--- src/actl_defines.svh ---
// Bit positions, encodings and access decode constants of the auxiliary control register
`ifndef ACTL_DEFINES_SVH
`define ACTL_DEFINES_SVH

`define ACTL_BIT_DUAL_ISSUE_OFF 28
`define ACTL_BIT_ITC_OFF 18
`define ACTL_BIT_RET_STACK_OFF 17
`define ACTL_POLICY_HI 16
`define ACTL_POLICY_LO 15
`define ACTL_PREFETCH_HI 14
`define ACTL_PREFETCH_LO 13
`define ACTL_BIT_READ_ALLOC_OFF 12
`define ACTL_BIT_WRITE_BURST_OFF 11
`define ACTL_BIT_BARRIER_OFF 10
`define ACTL_BIT_EXCLUSIVE 7
`define ACTL_BIT_COHERENCY 6
`define ACTL_BIT_BROADCAST 0

// Implemented bits; everything else reads as zero
`define ACTL_IMPL_MASK 32'h1007_fcc1
// Only the coherency participation bit for granted non-secure writes
`define ACTL_NS_MASK 32'h0000_0040
`define ACTL_RESET 32'h0000_0000

// Coprocessor transfer selector
`define ACTL_CP_NUM 4'hf
`define ACTL_OPC1 3'h0
`define ACTL_CRN 4'h1
`define ACTL_CRM 4'h0
`define ACTL_OPC2 3'h1

// Prediction policy encodings
`define ACTL_BP_NORMAL 2'h0
`define ACTL_BP_TAKEN 2'h1
`define ACTL_BP_NOT_TAKEN 2'h2

`endif

--- src/actl_pkg.sv ---
// Types shared by the auxiliary control register block
package actl_pkg;

  typedef enum logic [1:0] {
    ACTL_PRED_NORMAL,
    ACTL_PRED_TAKEN,
    ACTL_PRED_NOT_TAKEN,
    ACTL_PRED_RESERVED
  } actl_pred_t;

  // One coprocessor transfer request
  typedef struct packed {
    logic valid;
    logic write;
    logic [3:0] cp_num;
    logic [2:0] opc1;
    logic [3:0] crn;
    logic [3:0] crm;
    logic [2:0] opc2;
    logic privileged;
    logic secure;
    logic [31:0] wdata;
  } actl_req_t;

  // Decoded controls for the pipeline and memory system
  typedef struct packed {
    logic dual_issue_allow;
    logic indirect_target_cache_use;
    logic return_stack_use;
    logic predict_all_taken;
    logic predict_all_not_taken;
    logic policy_unpredictable;
    logic [1:0] prefetch_depth;
    logic read_allocate_on;
    logic write_burst_split;
    logic barrier_optimise_on;
    logic exclusive_cache_mode;
    logic coherent_shared;
    logic broadcast_send;
    logic broadcast_accept;
  } actl_ctrl_t;

endpackage

--- src/actl_aux_control.sv ---
// Auxiliary control register with coprocessor access and decoded control outputs
//
// How it works
// Dual-issue-off bit 28 stops branches issuing alongside other instructions.
// Bit 18 stops the indirect target cache being used for prediction.
// Bit 17 stops the return stack being used for returns.
// Policy 00 normal, 01 all taken, 10 all not taken, 11 unpredictable.
// Prefetch field limits outstanding hardware prefetches to 0..3; software preloads excluded.
// Bit 12 turns data cache read-allocate off.
// Bit 11 splits multi-beat Normal memory data writes into single beats.
// Software sets read-allocate off whenever it sets write-burst off.
// Write-burst off leaves cache line eviction writes as they were.
// Bit 10 runs memory barriers without the optimised handling.
// Bit 7 keeps data from living in L1 and L2 together.
// Exclusive mode fills L2 only from L1 evictions of write-back lines.
// The external L2 controller must also be set for exclusive caching.
// Exclusive mode only with a matching L2 controller directly on the port.
// Coherency bit 6 clear makes inner cacheable shared requests non-cacheable.
// Bit 0 enables cache and TLB maintenance broadcast.
// Maintenance sent and accepted only when broadcast and coherency bits set.
// Software changes the register by read-modify-write; the testbench's random writes send $urandom values without reading first.
// Reached by coprocessor 15 transfers, opcode1 0, c1, c0, opcode2 1.
// Privileged only; secure read-write, non-secure read-only without access grant.
// Granted non-secure writes change only the coherency participation bit.
// Secure write under security write-disable is undefined, register unchanged.
// Reserved bits read zero and ignore writes.
`timescale 1ns/100ps
`include "actl_defines.svh"

module actl_aux_control (
  // Clock and reset
  input wire logic CLK_SYS,
  input wire logic RST,
  // Coprocessor transfer
  input actl_pkg::actl_req_t REQ,
  input wire logic NONSECURE_COHERENCY_ACCESS,
  input wire logic SECURITY_WRITE_DISABLE,
  output logic ACK,
  output logic UNDEF,
  output logic [31:0] RDATA,
  // Decoded controls and raw register contents
  output actl_pkg::actl_ctrl_t CTRL,
  output logic [31:0] AUXILIARY_CONTROL
);

  logic [31:0] aux_r;
  logic [31:0] aux_nxt;
  logic ack_r;
  logic ack_nxt;
  logic undef_r;
  logic undef_nxt;
  logic [31:0] rdata_r;
  logic [31:0] rdata_nxt;
  actl_pkg::actl_ctrl_t ctrl_r;
  actl_pkg::actl_ctrl_t ctrl_nxt;
  logic hit;
  logic [31:0] wmask;
  actl_pkg::actl_pred_t pred;

  // Selector match for this register only
  assign hit = REQ.valid && REQ.cp_num == `ACTL_CP_NUM && REQ.opc1 == `ACTL_OPC1 &&
               REQ.crn == `ACTL_CRN && REQ.crm == `ACTL_CRM && REQ.opc2 == `ACTL_OPC2;

  always_comb begin
    aux_nxt = aux_r;
    ack_nxt = 1'b0;
    undef_nxt = 1'b0;
    rdata_nxt = rdata_r;
    wmask = 32'h0000_0000;
    if (hit) begin
      if (!REQ.privileged) begin
        undef_nxt = 1'b1;
      end else if (!REQ.write) begin
        ack_nxt = 1'b1;
        rdata_nxt = aux_r & `ACTL_IMPL_MASK;
      end else if (REQ.secure && SECURITY_WRITE_DISABLE) begin
        undef_nxt = 1'b1;
      end else begin
        ack_nxt = 1'b1;
        if (REQ.secure) begin
          wmask = `ACTL_IMPL_MASK;
        end else if (NONSECURE_COHERENCY_ACCESS) begin
          wmask = `ACTL_NS_MASK;
        end
        // Non-secure without grant: write silently ignored
        aux_nxt = (aux_r & ~wmask) | (REQ.wdata & wmask);
      end
    end
  end

  always_comb begin
    pred = actl_pkg::actl_pred_t'(aux_r[`ACTL_POLICY_HI:`ACTL_POLICY_LO]);
    ctrl_nxt.dual_issue_allow = !aux_r[`ACTL_BIT_DUAL_ISSUE_OFF];
    ctrl_nxt.indirect_target_cache_use = !aux_r[`ACTL_BIT_ITC_OFF];
    ctrl_nxt.return_stack_use = !aux_r[`ACTL_BIT_RET_STACK_OFF];
    ctrl_nxt.predict_all_taken = pred == actl_pkg::ACTL_PRED_TAKEN;
    ctrl_nxt.predict_all_not_taken = pred == actl_pkg::ACTL_PRED_NOT_TAKEN;
    ctrl_nxt.policy_unpredictable = pred == actl_pkg::ACTL_PRED_RESERVED;
    // Limit on hardware prefetches only; preloads bypass it
    ctrl_nxt.prefetch_depth = aux_r[`ACTL_PREFETCH_HI:`ACTL_PREFETCH_LO];
    ctrl_nxt.read_allocate_on = !aux_r[`ACTL_BIT_READ_ALLOC_OFF];
    // Memory system applies this to data writes, never to evictions
    ctrl_nxt.write_burst_split = aux_r[`ACTL_BIT_WRITE_BURST_OFF];
    ctrl_nxt.barrier_optimise_on = !aux_r[`ACTL_BIT_BARRIER_OFF];
    // L1 evictions of write-back lines are the only L2 fills in this mode
    ctrl_nxt.exclusive_cache_mode = aux_r[`ACTL_BIT_EXCLUSIVE];
    ctrl_nxt.coherent_shared = aux_r[`ACTL_BIT_COHERENCY];
    ctrl_nxt.broadcast_send = aux_r[`ACTL_BIT_BROADCAST] && aux_r[`ACTL_BIT_COHERENCY];
    ctrl_nxt.broadcast_accept = aux_r[`ACTL_BIT_BROADCAST] && aux_r[`ACTL_BIT_COHERENCY];
  end

  always_ff @(posedge CLK_SYS or posedge RST) begin
    if (RST) begin
      aux_r <= `ACTL_RESET;
      ack_r <= 1'b0;
      undef_r <= 1'b0;
      rdata_r <= 32'h0000_0000;
      ctrl_r <= '0;
    end else begin
      aux_r <= aux_nxt;
      ack_r <= ack_nxt;
      undef_r <= undef_nxt;
      rdata_r <= rdata_nxt;
      ctrl_r <= ctrl_nxt;
    end
  end

  assign ACK = ack_r;
  assign UNDEF = undef_r;
  assign RDATA = rdata_r;
  assign CTRL = ctrl_r;
  assign AUXILIARY_CONTROL = aux_r;

endmodule

--- config.mk ---
export PLATFORM = sky130hd
export DESIGN_NAME = actl_aux_control
export DESIGN_NICKNAME = d
export VERILOG_FILES = /design/src/actl_pkg.sv /design/src/actl_aux_control.sv
export VERILOG_INCLUDE_DIRS = /design/src
export SDC_FILE = /design/constraint.sdc
export NUM_CORES = 1
export LEC_CHECK = 0
export BUFFER_PORTS_ARGS = -buffer_cell sky130_fd_sc_hd__buf_2
export CAP_MARGIN = 20
export CORE_MARGIN = 2
export CORE_UTILIZATION = 44
export CTS_CLUSTER_DIAMETER = 120
export DETAILED_ROUTE_END_ITERATION = 10
export PLACE_DENSITY = 0.85
export SLEW_MARGIN = 20
export SYNTH_ARGS = -nofsm -noshare
export SYNTH_HDL_FRONTEND = slang
export SYNTH_SLANG_ARGS = --single-unit
--- constraint.sdc ---
create_clock -name CLK_SYS -period 1.6 [get_ports CLK_SYS]
set_input_delay 0.08 -clock CLK_SYS [delete_from_list [all_inputs] [get_ports CLK_SYS]]
set_output_delay 0.08 -clock CLK_SYS [all_outputs]
set_load 0.01 [all_outputs]
==> results of run 1 <==
-- Yosys cell counts --
cell type	count
nor4b_4	1
nand3_1	1
nor2_1	2
a21oi_1	1
dfrtp_1	42
and4b_1	1
nand4_2	1
nor2b_1	2
nor3_2	1
inv_1	6
or4b_1	2
or4_4	1
and2_1	2
buf_6	2
nand4_1	2
mux2_2	14
o211a_1	1
nand2_1	4
buf_4	44
mux2_4	12
buf_12	1
conb_1	1
-- per-stage QoR --
stage	cells	setup slack [ns]
2_1_floorplan	181	-0.2299
3_3_place_gp	273	-0.2901
3_5_place_dp	273	-0.3359
4_1_cts	281	-0.005774
5_1_grt	282	-0.04992
6_report	282	-0.02909
-- placed cells by master (no fill, tap or decap) --
cell type / instances
a21oi_1: 1
and2_1: 2
and4b_1: 1
buf_2: 80
buf_4: 4
buf_6: 4
bufinv_16: 1
clkbuf_8: 6
conb_1: 38
dfrtp_1: 42
dlygate4sd3_1: 1
inv_1: 5
inv_2: 1
mux2_2: 11
mux2_4: 15
nand2_1: 4
nand3_1: 1
nand4_1: 2
nand4_2: 1
nor2_1: 2
nor2b_1: 2
nor3_4: 1
nor4b_4: 1
o211a_1: 1
or4_4: 1
or4b_1: 1
or4b_4: 1
-- cell families (layout without fill, tap and decap cells) --
logic type,Yosys count,in the layout,synth area share
and+or+nand+nor,20,20,0.07805
other,1,38,0.001918
muxes,26,26,0.1727
buffers and inverters,53,102,0.2022
DFF,42,42,0.5374
AOI/OAI and AO/OA,2,2,0.007675
-- power groups by stage --
stage                     clock network [µW]  registers [µW]  logic [µW]
final                                    831            1060         128
after global routing                     905            1060         143
after CTS                                851            1060         125
after detailed placement                   0            1080         122
after global placement                     0            1080         119
after floorplan                            0            1080         134
-- per-layer routing --
layer	wire, µm	part of all wire	up-vias	track usage
met5	0	0	-	0
met4	52	0.015	0	0.05031
li1	-	-	561	-
met1	1345	0.38	551	0.1670
met2	1837	0.53	57	0.2379
met3	259	0.074	6	0.03989
-- cell type report --
cell class / instances / area [µm²] / area share
clock buffers: 6 / 82.58 / 0.03432
clock inverters: 1 / 30.03 / 0.01248
inverters: 6 / 22.52 / 0.009360
multi-input cells: 86 / 669.4 / 0.2782
flip-flops and latches: 42 / 1051 / 0.4368
well taps: 52 / 65.06 / 0.02704
repair buffers: 89 / 485.5 / 0.2018
-- repair_timing --
item	4_1_cts	5_1_grt
pin swaps	0	2
endpoints found under the hold margin	42	0
endpoints found under the setup margin	8	22
setup buffers	0	1
resized for setup	2	7
hold buffers	1	0
-- path summary, 6_finish.rpt --
path,end,depth (start not counted)
setup / recovery,RDATA[7]$_DFFE_PP0P_,6
hold reg to reg,CTRL[5]$_DFF_PP0_,0
setup reg to reg,flip-flop,1
min in group asynchronous,asynchronous set/reset pin,4
hold / removal,flip-flop,2
max in group asynchronous,CTRL[2]$_DFF_PP0_,4
==> reports/summary.txt, run 1 <==
Status -> complete, but fails checks
Failing checks -> negative setup slack
Post-Route Utilization -> 0.5564
Hold/Removal Path Class -> input port to flip-flop
Crit path max fanout -> 8
Largest net degree at the start of global routing -> 43
Hold Violations, Final -> 0
Worst slew pin tran -> 0.5157 ns
Register share of total power -> 0.525
Critical Path Start -> REQ[42]
Yosys top cell area share -> 0.5374
Global-route wire length before repair -> 5306 µm
Syn Inst Count -> 144
Period utilisation layout -> 1.018
Chip height -> 70.67 µm
Most used cell along the critical path -> buf_6
R2R setup slack -> 0.77 ns
DRC Markers -> 0
Yosys cell types -> 22
Worst setup margin -> -0.02909 ns
Reg clk slew, reported paths -> 0.08 ns
Avg Cell Area, Syn -> 13.58 µm²
Share of cells above drive strength 1 -> 0.5522
Vias -> 1175
Startpoint types -> input port
Initial DRC Count -> 57
Final instance area -> 2406 µm²
Die footprint -> 4994 µm²
WP buf/inv -> 2
Top cells by area, synth -> dfrtp_1 (54%), buf_4 (17%), mux2_4 (9.2%)
Routability cong. -> 0.7121
Vias in the first global route -> 1063
Slew headroom -> 0.6562
Antenna Nets Post-Route -> 0
RSZ-0062 raised after global routing -> yes
Buffer depth of the longest clock path -> 2
Die X -> 70.67 µm
Slowest CP cell -> or4_4
Leakage -> 0.001410 µW
ANT cells -> 0
Root buf cell -> clkbuf_8
Top delay family on crit path -> simple AND/OR/NAND/NOR gates
Setup Skew -> 0.01097 ns
Dpl hpwl -> 2625 µm
Crit path cell chain -> buf_6 -> or4_4 -> nor4b_4 -> and4b_1 -> buf_6 -> mux2_4
WL final -> 3495 µm
CTS tree -> yes
Register area share after synthesis -> 0.5374
Ys Warns -> 0
Max IR drop VDD -> 0.3020 mV
NumNets Final -> 288
Sw Ratio -> 0.2056
Sw Pwr -> 415.2 µW
Fin crit period -> 1.629 ns
Port bufs -> 81
Setup_tns -> -0.2003 ns
Clk pwr share -> 0.411
Worst EP arrival -> 1.80 ns
CTS buffer count -> 5
Initial antenna violation count -> 0
Fmax -> 613.8 MHz
Vias per cell -> 4.167
# IOs -> 139
Dpl cell area -> 2237 µm²
Power Total -> 2020 µW
H-Tree Depth -> 2
Critical path endpoint category -> flip-flop
# clock sinks -> 42
Initial core utilization -> 0.4523
Critical path type -> input port to flip-flop
Comb pwr share -> 0.063
Max_cap viols -> 0
Area of the mapped netlist -> 1956 µm²
Largest area contributor in the synthesized netlist -> dfrtp_1
Overall Global Routing Usage -> 0.1387
CP max stage delay -> 0.53 ns
Area grow syn2layout -> 23.03%
Min-delay src -> REQ[18]
Remaining global-route overflow -> 0
Drt pass-1 iters -> 4
Core Footprint -> 4324 µm²
Final setup fails -> 8
Hold Slack -> 0.01191 ns
WP data required -> 1.78 ns
DR WL/cell -> 12.39 µm
Fin. max-slew vios -> 0
Fill cells -> 383
Num rows -> 24
Int Power -> 1604 µW
Clock Latency Late Sink -> 0.29 ns
Synth Register Bits -> 42
Pwr per Cell Area -> 839.4 nW/µm²
(Power assumes the default switching activity.)
==> run 2, diff against run 1 <==
BUFFER_PORTS_ARGS = default   (was -buffer_cell sky130_fd_sc_hd__buf_2)
CORE_UTILIZATION = 60   (was 44)
DONT_BUFFER_PORTS = 1   (was default)
GPL_TIMING_DRIVEN = 0   (was default)
PLACE_DENSITY = 0.76   (was 0.85)
==> reports/summary.txt, run 2 (same netlist as run 1, synthesis figures left out) <==
Antenna Nets Post-Route -> 0 (unchanged)
Num rows -> 20 (-17%)
RSZ-0062 raised after global routing -> no
DRC Markers -> 0 (unchanged)
DR WL/cell -> 14.74 µm (+19%)
Post-CTS Setup Repair Bufs -> 0 (unchanged)
Commonest non-fill, non-tap cell in the layout -> buf_4
Fill cells -> 202 (-47%)
Comb pwr share -> 0.104 (+0.041)
Hold Slack -> 0.01996 ns (+0.008050 ns)
Vias per cell -> 4.431 (+6.3%)
Hold Violations, Final -> 0 (unchanged)
Levels on crit path -> 6 (unchanged)
CP max stage delay -> 0.52 ns (about the same)
Initial antenna violation count -> 0 (unchanged)
Worst setup margin -> 0.04275 ns (+0.07184 ns)
WP data required -> 1.84 ns (+0.06 ns)
Vias in the first global route -> 1179 (+11%)
Global-route wire length before repair -> 5471 µm (+3.1%)
Remaining global-route overflow -> 0 (unchanged)
# IOs -> 139 (unchanged)
Critical path type -> input port to flip-flop
ANT cells -> 0 (unchanged)
Multi-input logic area -> 648.1 µm² (-3.2%)
Routability cong. -> 0.6317 (-11%)
Storage cell area -> 1051 µm² (unchanged)
Clk pwr share -> 0.302 (-0.109)
Core Footprint -> 3078 µm² (-29%)
Die X -> 61.09 µm (-14%)
Setup Skew -> 0.008670 ns (-0.002305 ns)
Die footprint -> 3732 µm² (-25%)
Final setup fails -> 0 (-8)
Leakage -> 0.001299 µW (-7.9%)
Startpoint types -> input port
Status -> finished, final reports clean
CTS buffer count -> 5 (unchanged)
Power Total -> 1785 µW (-12%)
Initial core utilization -> 0.6354 (+0.1831)
Fmax -> 642.2 MHz (+4.6%)
Worst EP arrival -> 1.80 ns (about the same)
Fin. max-slew vios -> 0 (unchanged)
Critical path endpoint category -> flip-flop
Reg2reg path depth -> 1 (unchanged)
Area grow syn2layout -> 23.74%
Sw Ratio -> 0.2306 (+0.02499)
Sw Pwr -> 411.6 µW (-0.86%)
Int Power -> 1374 µW (-14%)
NumNets Final -> 266 (-7.6%)
Period utilisation layout -> 0.9733 (-0.04490)
Initial DRC Count -> 46 (-19%)
Crit path cell chain -> or4_4 -> nor4b_4 -> and4b_1 -> buf_6 -> buf_12 -> mux2_4
Max_cap viols -> 0 (unchanged)
Buffer depth of the longest clock path -> 2 (unchanged)
Slowest CP cell -> or4_4
Final instance area -> 2420 µm² (+0.57%)
Worst Hold Path Cells -> 2 (unchanged)
Drt pass-1 iters -> 4 (unchanged)
Vias -> 1121 (-4.6%)
Fin crit period -> 1.557 ns (-0.07184 ns)
Register share of total power -> 0.594 (+0.069)
CTS tree -> yes
Most frequent cells in the layout -> buf_4 (44), dfrtp_1 (42), conb_1 (38)
Reg clk slew, reported paths -> 0.12 ns (+0.04 ns)
Overall Global Routing Usage -> 0.2095 (+0.07083)
Share of cells above drive strength 1 -> 0.4115 (-0.1407)
Max IR drop VDD -> 0.3826 mV (+27%)
WL final -> 3729 µm (+6.7%)
Root buf cell -> clkbuf_4
Dpl hpwl -> 2801 µm (+6.7%)
Pwr per Cell Area -> 737.7 nW/µm² (-12%)
# clock sinks -> 42 (unchanged)
Largest net degree at the start of global routing -> 28 (-35%)
Crit path max fanout -> 10 (+2)
Port bufs -> 0 (-100%)
Clock Latency Late Sink -> 0.34 ns (+0.05 ns)
Setup_tns -> 0 ns (+0.2003 ns)
WP buf/inv -> 2 (unchanged)
H-Tree Depth -> 2 (unchanged)
Dpl cell area -> 2170 µm² (-3.0%)
Chip height -> 61.09 µm (-14%)
Hold/Removal Path Class -> input port to flip-flop
Top delay family on crit path -> simple AND/OR/NAND/NOR gates
Pre-CTS setup slack -> -0.3393 ns (-0.003390 ns)
## run 2: cell types whose count changed in the layout (fill, tap and decap cells not counted), moves of 5 or more
| cell | previous run | this run |
|---|---|---|
| buf_2 | 80 | 0 |
| buf_4 | 4 | 44 |
| dlygate4sd3_1 | 1 | 19 |
| clkbuf_4 | 0 | 5 |
| clkbuf_8 | 6 | 1 |
## run 2: cell type report
class | count | area share
Timing Repair Buffer | 20 | 0.08687
Clock inverter | 1 | 0.002068
Multi-Input combinational cell | 86 | 0.2678
Clock buffer | 7 | 0.02275
Buffer | 47 | 0.1541
Inverter | 6 | 0.009307
Sequential cell | 42 | 0.4343
Tap cell | 44 | 0.02275
## run 2: what timing repair did
item,in CTS,in global routing
resized for setup,0,0
setup endpoints to repair,0,0
hold buffers,19,0
hold endpoints to repair,57,0
## run 2: power by group through the flow
stage	clock [µW]	combinational, µW	sequential [µW]
finish	538	186	1060
floorplan	0	134	1080
global placement	0	138	1080
global route	612	205	1060
CTS	554	180	1060
detailed placement	0	146	1080
## run 2: worst paths after layout
path | end | slack (ns) | start
worst max-delay path | RDATA[17]$_DFFE_PP0P_ | 0.04 | REQ[42]
worst min-delay path | flip-flop | 0.02 | REQ[33]
worst max register to register | flip-flop | 0.72 | flip-flop
worst min register to register | CTRL[7]$_DFF_PP0_ | 0.44 | flip-flop
max in group asynchronous | RDATA[11]$_DFFE_PP0P_ | 1.00 | RST
min in group asynchronous | CTRL[8]$_DFF_PP0_ | 0.14 | RST
## run 2: through the flow
step / util / instances
2_1_floorplan: - / 181
3_3_place_gp: 0.6984 / 225
3_5_place_dp: 0.7049 / 226
4_1_cts: 0.7862 / 253
5_1_grt: 0.7862 / 253
6_report: 0.7862 / 253
## run 2: layer usage
layer | vias up | wire length, µm | GRT usage
met4 | 0 | 57 | 0.07453
met3 | 6 | 350 | 0.08193
li1 | 520 | - | -
met1 | 518 | 1212 | 0.2050
met5 | - | 0 | 0
met2 | 77 | 2108 | 0.3951
